===== config.mk =====
export PLATFORM = sky130hd
export DESIGN_NAME = pmx_port_pin_control_mux
export DESIGN_NICKNAME = d
export VERILOG_FILES = /design/src/pmx_pkg.sv /design/src/pmx_port_pin_control_mux.sv /design/src/pmx_pin_sync.sv /design/src/pmx_pad_drive.sv
export SDC_FILE = /design/constraint.sdc
export NUM_CORES = 1
export LEC_CHECK = 0
export BUFFER_PORTS_ARGS = -buffer_cell sky130_fd_sc_hd__buf_2
export CAP_MARGIN = 25
export CORE_UTILIZATION = 61
export CTS_CLUSTER_SIZE = 16
export DETAILED_ROUTE_END_ITERATION = 6
export GPL_TIMING_DRIVEN = 0
export PLACE_DENSITY = 0.86
export SLEW_MARGIN = 20
export SYNTH_ARGS = -nofsm -noshare
export SYNTH_HDL_FRONTEND = slang
export SYNTH_HIERARCHICAL = 1
export SYNTH_SLANG_ARGS = --single-unit

===== constraint.sdc =====
create_clock -name ref_clk_in -period 2.52 [get_ports ref_clk_in]
set_input_delay 0.504 -clock ref_clk_in [delete_from_list [all_inputs] [get_ports ref_clk_in]]
set_output_delay 0.504 -clock ref_clk_in [all_outputs]
set_load 0.01 [all_outputs]

===== src/pmx_pkg.sv =====
/*
  Shared constants and types for the port pin control block: register
  offsets, reset values, implemented-pin masks, carrier structs and the
  output source selection function.
  Assumes a single 125 MHz system clock domain for all users.
*/
package pmx_pkg;

  localparam int unsigned PMX_PORTS = 3;

  // register word indices within one port block; PMX_OFS_DATA and PMX_OFS_ALT_HI are byte addresses
  localparam logic [2:0] PMX_IDX_DATA = 3'h0;
  localparam logic [2:0] PMX_IDX_DIR = 3'h1;
  localparam logic [2:0] PMX_IDX_OD = 3'h2;
  localparam logic [2:0] PMX_IDX_PULL_SEL = 3'h3;
  localparam logic [2:0] PMX_IDX_PULL_EN = 3'h4;
  localparam logic [2:0] PMX_IDX_ALT_LO = 3'h5;
  localparam logic [2:0] PMX_IDX_ALT_HI = 3'h6;
  localparam logic [7:0] PMX_OFS_DATA = 8'h00;
  localparam logic [7:0] PMX_OFS_ALT_HI = 8'h18;

  // port block bases; bits [6:5] of the address select the port
  localparam logic [7:0] PMX_BASE_PORT0 = 8'h00;
  localparam logic [7:0] PMX_BASE_PORT1 = 8'h20;
  localparam logic [7:0] PMX_BASE_PORT2 = 8'h40;
  localparam int unsigned PMX_PORT_LSB = 5;
  localparam int unsigned PMX_IDX_LSB = 2;

  // implemented pins: 6 + 4 bidirectional, 8 input only
  localparam logic [7:0] PMX_MASK_PORT0 = 8'h3F;
  localparam logic [7:0] PMX_MASK_PORT1 = 8'h17;
  localparam logic [7:0] PMX_MASK_PORT2 = 8'hFF;

  localparam logic [7:0] PMX_RST_FIELD = 8'h00;
  localparam logic [7:0] PMX_RST_OE_N = 8'hFF;
  localparam logic [31:0] PMX_RST_RDATA = 32'h0000_0000;
  localparam logic [19:0] PMX_RST_DRIVE = 20'h0_0000;

  typedef struct packed {
    logic [7:0] data;
    logic [7:0] dir;
    logic [7:0] od;
    logic [7:0] pull_sel;
    logic [7:0] pull_en;
    logic [7:0] alt_lo;
    logic [7:0] alt_hi;
  } pmx_port_cfg_type;

  localparam pmx_port_cfg_type PMX_CFG_RST = {7{PMX_RST_FIELD}};

  typedef struct packed {
    logic [7:0] value;
    logic [7:0] oe_n;
    logic [7:0] pull_up;
    logic [7:0] pull_dn;
  } pmx_pad_drive_type;

  localparam pmx_pad_drive_type PMX_PAD_RST =
    {PMX_RST_FIELD, PMX_RST_OE_N, PMX_RST_FIELD, PMX_RST_FIELD};

  // {alt_hi, alt_lo}: 00 data bit, 01/10/11 peripheral outputs one..three
  function automatic logic pmx_alt_pick(input logic [1:0] sel,
                                        input logic d, input logic a1,
                                        input logic a2, input logic a3);
    logic r;
    unique case (sel)
      2'h0: r = d;
      2'h1: r = a1;
      2'h2: r = a2;
      2'h3: r = a3;
    endcase
    return r;
  endfunction

  function automatic logic [7:0] pmx_port_mask(input logic [1:0] port);
    logic [7:0] m;
    unique case (port)
      2'h0: m = PMX_MASK_PORT0;
      2'h1: m = PMX_MASK_PORT1;
      2'h2: m = PMX_MASK_PORT2;
      default: m = PMX_RST_FIELD;
    endcase
    return m;
  endfunction

endpackage


===== src/pmx_port_pin_control_mux.sv =====
/*
  Port pin control for two bidirectional ports and one input-only port,
  with an Avalon-MM register slave using waitrequest.
  Assumes pads resolve output, active-low enable and pull controls, the
  analog path to the converter is a pad-level wire, and drive strength
  settings come from registers held elsewhere.
*/
// Overview of operation
// RULE_01 - eighteen pins in three ports
// RULE_02 - ten bidirectional pins, eight input-only pins
// RULE_03 - direction bit selects driver or input path
// RULE_04 - reset leaves every pin an undriven input
// RULE_05 - input level readable in data register
// RULE_06 - open-drain bit picks open-drain or push-pull
// RULE_07 - data bit drives pin as plain output
// RULE_08 - alternate selects route peripheral output line
// RULE_09 - software matches direction to alternate function
// RULE_10 - pull select and pull enable per pin
// RULE_11 - drive strength independent of pin mode
// RULE_12 - input-only direction bit gates input path
// RULE_13 - input-only level readable when path enabled
// RULE_14 - analog input bypasses digital input path
// RULE_15 - four output sources, input feeds peripherals
// RULE_16 - per-port registers at consecutive word offsets
// RULE_17 - bit n maps pin n, two-bit source code
// RULE_18 - pin inputs synchronised before use
`timescale 1ns/100ps
module pmx_port_pin_control_mux (
  // clock and reset
  input wire logic ref_clk_in,
  input wire logic nrst_in,

  // avalon-mm slave
  input wire logic [7:0] avs_address_in,
  input wire logic avs_read_in,
  input wire logic avs_write_in,
  input wire logic [31:0] avs_writedata_in,
  input wire logic [3:0] avs_byteenable_in,
  output logic [31:0] avs_readdata_out,
  output logic avs_waitrequest_out,

  // first bidirectional port pads
  input wire logic [5:0] first_bidir_port_pin_in,
  output logic [5:0] first_bidir_port_pin_out,
  output logic [5:0] first_bidir_port_pin_oe_n_out,
  output logic [5:0] first_bidir_port_pull_up_out,
  output logic [5:0] first_bidir_port_pull_dn_out,

  // first bidirectional port peripheral side
  input wire logic [5:0] first_bidir_port_alt_one_in,
  input wire logic [5:0] first_bidir_port_alt_two_in,
  input wire logic [5:0] first_bidir_port_alt_three_in,
  output logic [5:0] first_bidir_port_periph_in_out,

  // second bidirectional port pads (bit 3 not bonded)
  input wire logic [4:0] second_bidir_port_pin_in,
  output logic [4:0] second_bidir_port_pin_out,
  output logic [4:0] second_bidir_port_pin_oe_n_out,
  output logic [4:0] second_bidir_port_pull_up_out,
  output logic [4:0] second_bidir_port_pull_dn_out,

  // second bidirectional port peripheral side
  input wire logic [4:0] second_bidir_port_alt_one_in,
  input wire logic [4:0] second_bidir_port_alt_two_in,
  input wire logic [4:0] second_bidir_port_alt_three_in,
  output logic [4:0] second_bidir_port_periph_in_out,

  // input-only port
  input wire logic [7:0] input_only_port_pin_in,
  output logic [7:0] input_only_port_pull_up_out,
  output logic [7:0] input_only_port_pull_dn_out,
  output logic [7:0] input_only_port_periph_in_out,

  // drive strength, two bits per bidirectional pin
  input wire logic [19:0] drive_strength_control_in,
  output logic [19:0] drive_strength_control_out
);

  // configuration registers, one block per port
  pmx_pkg::pmx_port_cfg_type cfg_reg [pmx_pkg::PMX_PORTS];
  pmx_pkg::pmx_port_cfg_type cfg_next [pmx_pkg::PMX_PORTS];

  // bus slave state
  logic wait_reg;
  logic wait_next;
  logic [31:0] rdata_reg;
  logic [31:0] rdata_next;

  // pad side state
  logic [7:0] pull_up_reg;
  logic [7:0] pull_dn_reg;
  logic [23:0] periph_reg;
  logic [23:0] periph_next;
  logic [19:0] drive_reg;

  // synchronised pin levels, 8 bits per port
  wire logic [23:0] pins_raw;
  wire logic [23:0] pins_stable;
  wire logic [7:0] stable_port [pmx_pkg::PMX_PORTS];
  wire logic [7:0] input_seen [pmx_pkg::PMX_PORTS];
  wire logic [7:0] data_view [pmx_pkg::PMX_PORTS];

  // address decode
  wire logic [1:0] sel_port;
  wire logic [2:0] sel_idx;
  wire logic addr_hit;
  wire logic bus_req;
  wire logic bus_take;
  wire logic wr_fire;
  wire logic [7:0] wr_byte;
  logic [7:0] rd_byte;

  // pad drive results of both bidirectional ports
  pmx_pkg::pmx_pad_drive_type pad0;
  pmx_pkg::pmx_pad_drive_type pad1;

  // pad inputs packed per port; unbonded bits held low
  assign pins_raw = {input_only_port_pin_in,
                     3'h0, second_bidir_port_pin_in,
                     2'h0, first_bidir_port_pin_in}; // see RULE_01 see RULE_02

  // every pad level is synchronised before any use
  pmx_pin_sync #(
    .WIDTH(24)
  ) u_pin_sync (
    .ref_clk_in(ref_clk_in),
    .nrst_in(nrst_in),
    .async_in(pins_raw),
    .stable_out(pins_stable)
  ); // see RULE_18

  generate
    for (genvar p = 0; p < 3; p++) begin : g_port_view
      assign stable_port[p] = pins_stable[8*p +: 8] &
                              pmx_pkg::pmx_port_mask(2'(p));
      // input path closed while the pin drives, or while disabled on
      // the input-only port
      assign input_seen[p] = stable_port[p] & ~cfg_reg[p].dir; // see RULE_03 see RULE_12
      // output mode shows the latch; input mode shows the pin level
      assign data_view[p] = (cfg_reg[p].data & cfg_reg[p].dir) |
                            input_seen[p]; // see RULE_05 see RULE_13
    end
  endgenerate

  // analog channels leave the pad before the Schmitt stage; nothing here
  // gates them, so the input-only direction bit never blocks the ADC
  assign periph_next = {input_seen[2], input_seen[1],
                        input_seen[0]}; // see RULE_14 see RULE_15

  // word-aligned decode: [6:5] port, [4:2] register, [1:0] must be zero
  assign sel_port = avs_address_in[pmx_pkg::PMX_PORT_LSB +: 2];
  assign sel_idx = avs_address_in[pmx_pkg::PMX_IDX_LSB +: 3];
  assign addr_hit = (avs_address_in[7] == 1'b0) &&
                    (sel_port != 2'h3) &&
                    (avs_address_in[1:0] == 2'h0) &&
                    (sel_idx <= pmx_pkg::PMX_IDX_ALT_HI); // see RULE_16

  // one-cycle low waitrequest per request; write lands on that edge
  assign bus_req = avs_read_in | avs_write_in;
  assign bus_take = bus_req & wait_reg;
  assign wait_next = ~bus_take;
  assign wr_fire = avs_write_in & ~wait_reg & addr_hit & avs_byteenable_in[0];
  assign wr_byte = avs_writedata_in[7:0] & pmx_pkg::pmx_port_mask(sel_port);

  // input-only port holds just data view, direction and pulls
  function automatic logic pmx_writable(input logic [1:0] port,
                                        input logic [2:0] idx);
    logic ok;
    ok = 1'b1;
    if (port == 2'h2) begin
      ok = (idx == pmx_pkg::PMX_IDX_DIR) ||
           (idx == pmx_pkg::PMX_IDX_PULL_SEL) ||
           (idx == pmx_pkg::PMX_IDX_PULL_EN);
    end
    return ok;
  endfunction

  always_comb begin
    for (int p = 0; p < 3; p++) begin
      cfg_next[p] = cfg_reg[p];
    end
    if (wr_fire && pmx_writable(sel_port, sel_idx)) begin
      unique case (sel_idx)
        pmx_pkg::PMX_IDX_DATA: cfg_next[sel_port].data = wr_byte; // see RULE_07
        pmx_pkg::PMX_IDX_DIR: cfg_next[sel_port].dir = wr_byte; // see RULE_03
        pmx_pkg::PMX_IDX_OD: cfg_next[sel_port].od = wr_byte; // see RULE_06
        pmx_pkg::PMX_IDX_PULL_SEL: cfg_next[sel_port].pull_sel = wr_byte;
        pmx_pkg::PMX_IDX_PULL_EN: cfg_next[sel_port].pull_en = wr_byte;
        pmx_pkg::PMX_IDX_ALT_LO: cfg_next[sel_port].alt_lo = wr_byte; // see RULE_08
        pmx_pkg::PMX_IDX_ALT_HI: cfg_next[sel_port].alt_hi = wr_byte; // see RULE_08
        default: cfg_next[sel_port].data = cfg_reg[sel_port].data;
      endcase
    end
  end

  // read mux; unmapped offsets and absent fields read zero
  always_comb begin
    rd_byte = pmx_pkg::PMX_RST_FIELD;
    if (addr_hit) begin
      unique case (sel_idx)
        pmx_pkg::PMX_IDX_DATA: rd_byte = data_view[sel_port]; // see RULE_05
        pmx_pkg::PMX_IDX_DIR: rd_byte = cfg_reg[sel_port].dir;
        pmx_pkg::PMX_IDX_OD: rd_byte = cfg_reg[sel_port].od;
        pmx_pkg::PMX_IDX_PULL_SEL: rd_byte = cfg_reg[sel_port].pull_sel;
        pmx_pkg::PMX_IDX_PULL_EN: rd_byte = cfg_reg[sel_port].pull_en;
        pmx_pkg::PMX_IDX_ALT_LO: rd_byte = cfg_reg[sel_port].alt_lo;
        pmx_pkg::PMX_IDX_ALT_HI: rd_byte = cfg_reg[sel_port].alt_hi;
        default: rd_byte = pmx_pkg::PMX_RST_FIELD;
      endcase
    end
  end

  // readdata only moves when a read is taken, so it stands at the ack edge
  assign rdata_next = (bus_take && avs_read_in) ? {24'h00_0000, rd_byte} :
                      rdata_reg;

  always_ff @(posedge ref_clk_in or negedge nrst_in) begin
    if (!nrst_in) begin
      wait_reg <= 1'b1;
      rdata_reg <= pmx_pkg::PMX_RST_RDATA;
    end else begin
      wait_reg <= wait_next;
      rdata_reg <= rdata_next;
    end
  end

  always_ff @(posedge ref_clk_in or negedge nrst_in) begin
    if (!nrst_in) begin
      for (int p = 0; p < 3; p++) begin
        cfg_reg[p] <= pmx_pkg::PMX_CFG_RST; // see RULE_04
      end
    end else begin
      for (int p = 0; p < 3; p++) begin
        cfg_reg[p] <= cfg_next[p];
      end
    end
  end

  // direction is never forced by the alternate selection; software sets
  // it to suit the peripheral
  pmx_pad_drive u_pad_first (
    .ref_clk_in(ref_clk_in),
    .nrst_in(nrst_in),
    .cfg_in(cfg_reg[0]),
    .alt_one_in({2'h0, first_bidir_port_alt_one_in}),
    .alt_two_in({2'h0, first_bidir_port_alt_two_in}),
    .alt_three_in({2'h0, first_bidir_port_alt_three_in}),
    .pad_out(pad0)
  ); // see RULE_09 see RULE_15

  pmx_pad_drive u_pad_second (
    .ref_clk_in(ref_clk_in),
    .nrst_in(nrst_in),
    .cfg_in(cfg_reg[1]),
    .alt_one_in({3'h0, second_bidir_port_alt_one_in}),
    .alt_two_in({3'h0, second_bidir_port_alt_two_in}),
    .alt_three_in({3'h0, second_bidir_port_alt_three_in}),
    .pad_out(pad1)
  );

  // input-only pulls, peripheral inputs and drive strength, registered
  always_ff @(posedge ref_clk_in or negedge nrst_in) begin
    if (!nrst_in) begin
      pull_up_reg <= pmx_pkg::PMX_RST_FIELD;
      pull_dn_reg <= pmx_pkg::PMX_RST_FIELD;
      periph_reg <= 24'h00_0000;
      drive_reg <= pmx_pkg::PMX_RST_DRIVE;
    end else begin
      pull_up_reg <= cfg_reg[2].pull_en & cfg_reg[2].pull_sel; // see RULE_10
      pull_dn_reg <= cfg_reg[2].pull_en & ~cfg_reg[2].pull_sel; // see RULE_10
      periph_reg <= periph_next;
      // strength passes unchanged in every pin mode
      drive_reg <= drive_strength_control_in; // see RULE_11
    end
  end

  assign avs_waitrequest_out = wait_reg;
  assign avs_readdata_out = rdata_reg;

  assign first_bidir_port_pin_out = pad0.value[5:0];
  assign first_bidir_port_pin_oe_n_out = pad0.oe_n[5:0];
  assign first_bidir_port_pull_up_out = pad0.pull_up[5:0];
  assign first_bidir_port_pull_dn_out = pad0.pull_dn[5:0];
  assign first_bidir_port_periph_in_out = periph_reg[5:0];

  assign second_bidir_port_pin_out = pad1.value[4:0];
  assign second_bidir_port_pin_oe_n_out = pad1.oe_n[4:0];
  assign second_bidir_port_pull_up_out = pad1.pull_up[4:0];
  assign second_bidir_port_pull_dn_out = pad1.pull_dn[4:0];
  assign second_bidir_port_periph_in_out = periph_reg[12:8];

  assign input_only_port_pull_up_out = pull_up_reg;
  assign input_only_port_pull_dn_out = pull_dn_reg;
  assign input_only_port_periph_in_out = periph_reg[23:16];

  assign drive_strength_control_out = drive_reg;

endmodule


===== src/pmx_pin_sync.sv =====
/*
  Three-flop input synchroniser with agreement filter for pad inputs.
  Assumes inputs are asynchronous to ref_clk_in; output changes only once
  the second and third stages agree.
*/
`timescale 1ns/100ps
module pmx_pin_sync #(
  parameter int unsigned WIDTH = 24
) (
  // clock and reset
  input wire logic ref_clk_in,
  input wire logic nrst_in,
  // pad side
  input wire logic [WIDTH-1:0] async_in,
  // clock domain side
  output logic [WIDTH-1:0] stable_out
);

  logic [WIDTH-1:0] stage1_reg;
  logic [WIDTH-1:0] stage2_reg;
  logic [WIDTH-1:0] stage3_reg;
  logic [WIDTH-1:0] stable_next;

  // per bit: take the new level only where stages two and three agree
  assign stable_next = (stage2_reg & ~(stage2_reg ^ stage3_reg)) |
                       (stable_out & (stage2_reg ^ stage3_reg));

  always_ff @(posedge ref_clk_in or negedge nrst_in) begin
    if (!nrst_in) begin
      stage1_reg <= '0;
      stage2_reg <= '0;
      stage3_reg <= '0;
      stable_out <= '0;
    end else begin
      stage1_reg <= async_in;
      stage2_reg <= stage1_reg;
      stage3_reg <= stage2_reg;
      stable_out <= stable_next;
    end
  end

endmodule


===== src/pmx_pad_drive.sv =====
/*
  Registered pad drive for one bidirectional port: output source mux,
  push-pull or open-drain enable, pull device selection.
  Assumes the configuration comes from registers in the same clock domain.
*/
`timescale 1ns/100ps
module pmx_pad_drive (
  // clock and reset
  input wire logic ref_clk_in,
  input wire logic nrst_in,
  // configuration and peripheral output lines
  input wire pmx_pkg::pmx_port_cfg_type cfg_in,
  input wire logic [7:0] alt_one_in,
  input wire logic [7:0] alt_two_in,
  input wire logic [7:0] alt_three_in,
  // pad controls
  output pmx_pkg::pmx_pad_drive_type pad_out
);

  logic [7:0] src_value;
  pmx_pkg::pmx_pad_drive_type pad_next;

  always_comb begin
    for (int i = 0; i < 8; i++) begin
      // see RULE_07 see RULE_08 see RULE_17
      src_value[i] = pmx_pkg::pmx_alt_pick({cfg_in.alt_hi[i],
                                            cfg_in.alt_lo[i]},
                                           cfg_in.data[i], alt_one_in[i],
                                           alt_two_in[i], alt_three_in[i]);
    end
  end

  // open drain only ever pulls low; high is left to the pull-up
  assign pad_next.value = src_value & ~cfg_in.od; // see RULE_06
  assign pad_next.oe_n = ~(cfg_in.dir & (~cfg_in.od | ~src_value)); // see RULE_03
  assign pad_next.pull_up = cfg_in.pull_en & cfg_in.pull_sel; // see RULE_10
  assign pad_next.pull_dn = cfg_in.pull_en & ~cfg_in.pull_sel; // see RULE_10

  always_ff @(posedge ref_clk_in or negedge nrst_in) begin
    if (!nrst_in) begin
      pad_out <= pmx_pkg::PMX_PAD_RST; // see RULE_04
    end else begin
      pad_out <= pad_next;
    end
  end

endmodule


**After elaboration in Yosys (flattened, before gate mapping)**

Index checks and enable logic that the tools add are counted.

- Flip-flop bits (word level): 362
- Output and inout bits: 132
- Word-level logic and storage cells: 198

- Reductions and logical operators: 22
- Bitwise logic cells: 48
- Order comparisons: 3
- Muxes and demuxes: 44
- Equal/unequal tests: 42

Operators by type and width:

| operator | number |
|---|---|
| bitwise mux 168 bit | 8 |
| case mux 168 bit (7 select lines) | 1 |
| demux 56 bit (select 2 bit) | 7 |
| two-way mux 56 bit | 3 |
| binary-select mux 56 bit (select 2 bit) | 1 |
| AND 8 bit | 7 |
| case mux 8 bit (7 select lines) | 1 |
| AND 24 bit | 2 |
| two-way mux 48 bit | 1 |
| equality test 2 bit, second input constant | 23 |
| case mux 1 bit (4 select lines) | 11 |
| two-way mux 40 bit | 1 |
| two-way mux 32 bit | 1 |
| two-way mux 8 bit | 4 |
| inverter 8 bit | 4 |
| logical NOT 2 bit | 13 |
| AND 6 bit | 4 |
| equality test 2 x 1 -> 1 bit, second input constant | 12 |
| two-way mux 24 bit | 1 |
| inverter 24 bit | 1 |
| inverter 6 bit | 4 |
| OR 24 bit | 1 |
| OR 8 bit | 3 |
| case mux 8 bit (3 select lines) | 1 |
| other kinds (24) | 44 |

**Depth between registers and ports, before layout**

- Depth after elaboration: 8
- Mapped depth: 8
- Mapped depth without buffers: 5

**Modules after synthesis**

The synthesis kept the hierarchy.

Modules (own cells, without submodules):

| module | seq. area each (sq um) | cells an instance | area each (sq um) | instances |
|---|---|---|---|---|
| pmx_port_pin_control_mux | 5,781.8 | 781 | 9,816.9 | 1 |
| pmx_pin_sync | 2,402.3 | 120 | 2,672.6 | 1 |
| pmx_pad_drive | 810.8 | 72 | 1,221.2 | 2 |

**Least setup slack after synthesis**

No wires, ideal clock.

- Kind: input -> register
- From: input port avs_address_in[6]
- To: register with a tool-made name
- Data arrival time: 1,892 ps
- Path slack: 503 ps
- Stages: 5
- Data required time: 2,395 ps
- Library setup time: 125 ps
- Cell sequence: a2111oi_4 nand4b_2 nand2b_4 nor2_4 mux2_2

RTL lines:

| element | line | RTL |
|---|---|---|
| start, declared | pmx_port_pin_control_mux.sv:34 | `input wire logic [7:0] avs_address_in,` |

==> qor.csv <==
metric;value;unit
run status;complete, no violations;
WP data required;2.91;ns
Post-CTS Setup Bufs;0;
Starting Density;62.1;%
final-report setup violation count;0;
n_diodes;0;
maximum root-to-sink buffer count;3;
largest net degree at the start of global routing;103;
worst relative slew slack;34.7;%
Root Buffer Master;clkbuf_16;
P&R area growth vs syn;20.2;%
area of the multi-input gates;4410;µm²
layout cells sized above 1;35.5;%
Syn Area/Cell;13.9;µm²
nets;1351;
Clock Latency Late Sink;0.51;ns
final hold violations;0;
post-cts sizing count;0;
vias in the first global route;8849;
CTS tree;done;
initial antenna violation count;0;
min-delay worst type;primary input to async pin;
Synth Cell Area;13500;µm²
total core area;21800;µm²
final setup TNS;0;ns
most frequent cells in the layout;dfrtp_1, buf_2, mux2_2;
Critical Path AT;2.75;ns
Critical Path Fanout Max;10;
Clock transition at path regs;0.06;ns
Vias/cell;5.79;
Pwr Density;735;nW/µm²
die area;22700;µm²
most common cell after layout, fill and taps aside;dfrtp_1;
crit path kind;primary input to register;
wirelength, routed;33900;µm
cts bufs inserted;35;
RSZ-0062 raised after global routing;false;
Post-Syn Instances;970;
Worst VDD drop;0.658;mV
io pins;252;
Worst Clk Skew;0.0127;ns
Final Cycle Share;93.7;%
Pleak;8.11;nW
Die H;151;µm
Routed WL per cell;22.1;µm
CTS Sinks;347;
Max-cap violations;0;
FMAX;0.424;GHz
Final Wtd Congestion;0.955;
gr usage total;31.0;%
Layout Utilization;74.6;%
post-route worst setup slack;0.160;ns
total gr overflow;0;
DRC errors left;0;
PortBufs;196;
Yosys Warn Count;6;
H-tree depth;2;
CP startpoint kind;primary input;
cts hold-fix bufs;0;
worst slew pin tran;0.971;ns
global-route wire length before repair;51500;µm
fin crit period;2.36;ns
Die Wd;151;µm
Fillers;1384;
DP Wirelength;22300;µm
drt first pass iters;5;
Core Rows;54;
Routed Antenna Nets;0;
Max Slew Vio Count;0;
register area;8700;µm²
initial drt markers;761;
routed via count;8895;
crit end category;register;
dpl ws;-0.286;ns
routing by layer:
layer / share of wire [%] / global-route usage, %
met1: 39 / 42.1
met5: 0 / 0
met4: 3.4 / 11.8
met2: 49 / 49.8
met3: 8.6 / 5.79
power breakdown:
part	internal, W	switching (W)
logic	0.000266	0.000433
clock network	0.00331	0.00212
registers	0.00572	0.0000762
total	0.00930	0.00263
path summary, 6_finish.rpt:
path	from	to	slack, ns	cells after the start
min in group ref_clk_in	input_only_port_pin_in[3]	u_pin_sync/stage1_reg[19]	0.09	1
setup reg to reg	avs_waitrequest_out	register	0.37	4
hold / removal	nrst_in	input_only_port_pull_dn_out[3]	0.03	1
hold reg to reg	u_pin_sync/stage1_reg[12]	u_pin_sync/stage2_reg[12]	0.34	0
max in group asynchronous	nrst_in	u_pad_first/pad_out[17]	1.19	3
setup / recovery	avs_address_in[3]	register	0.16	5
per-stage QoR:
step / hold WS [ns] / power, W / area, µm² / std cells
after CTS: 0.0633 / 0.0120 / 16200 / 1537
final: 0.0274 / 0.0119 / 16200 / 1537
after floorplan: 0.208 / 0.00620 / 13600 / 994
after detailed placement: 0.335 / 0.00658 / 15000 / 1474
after global placement: 0.331 / 0.00654 / 14900 / 1470
after global routing: 0.0871 / 0.0122 / 16200 / 1537
critical path, cell delays in order:
cell     delay (ns)
buf_2          0.12
buf_1          0.21
nor3_1         0.83
nand2_1        0.63
mux2_2         0.45
layout make-up:
type / instances / area share (%)
sequential: 347 / 53.6
multi-input combinational: 548 / 27.1
timing repair buffer: 200 / 6.65
clock buffer: 54 / 6.53
buffer: 94 / 2.88
tap: 280 / 2.16
clock inverter: 9 / 0.925
inverter: 5 / 0.116
No activity file was read; power rests on OpenSTA's default activity.
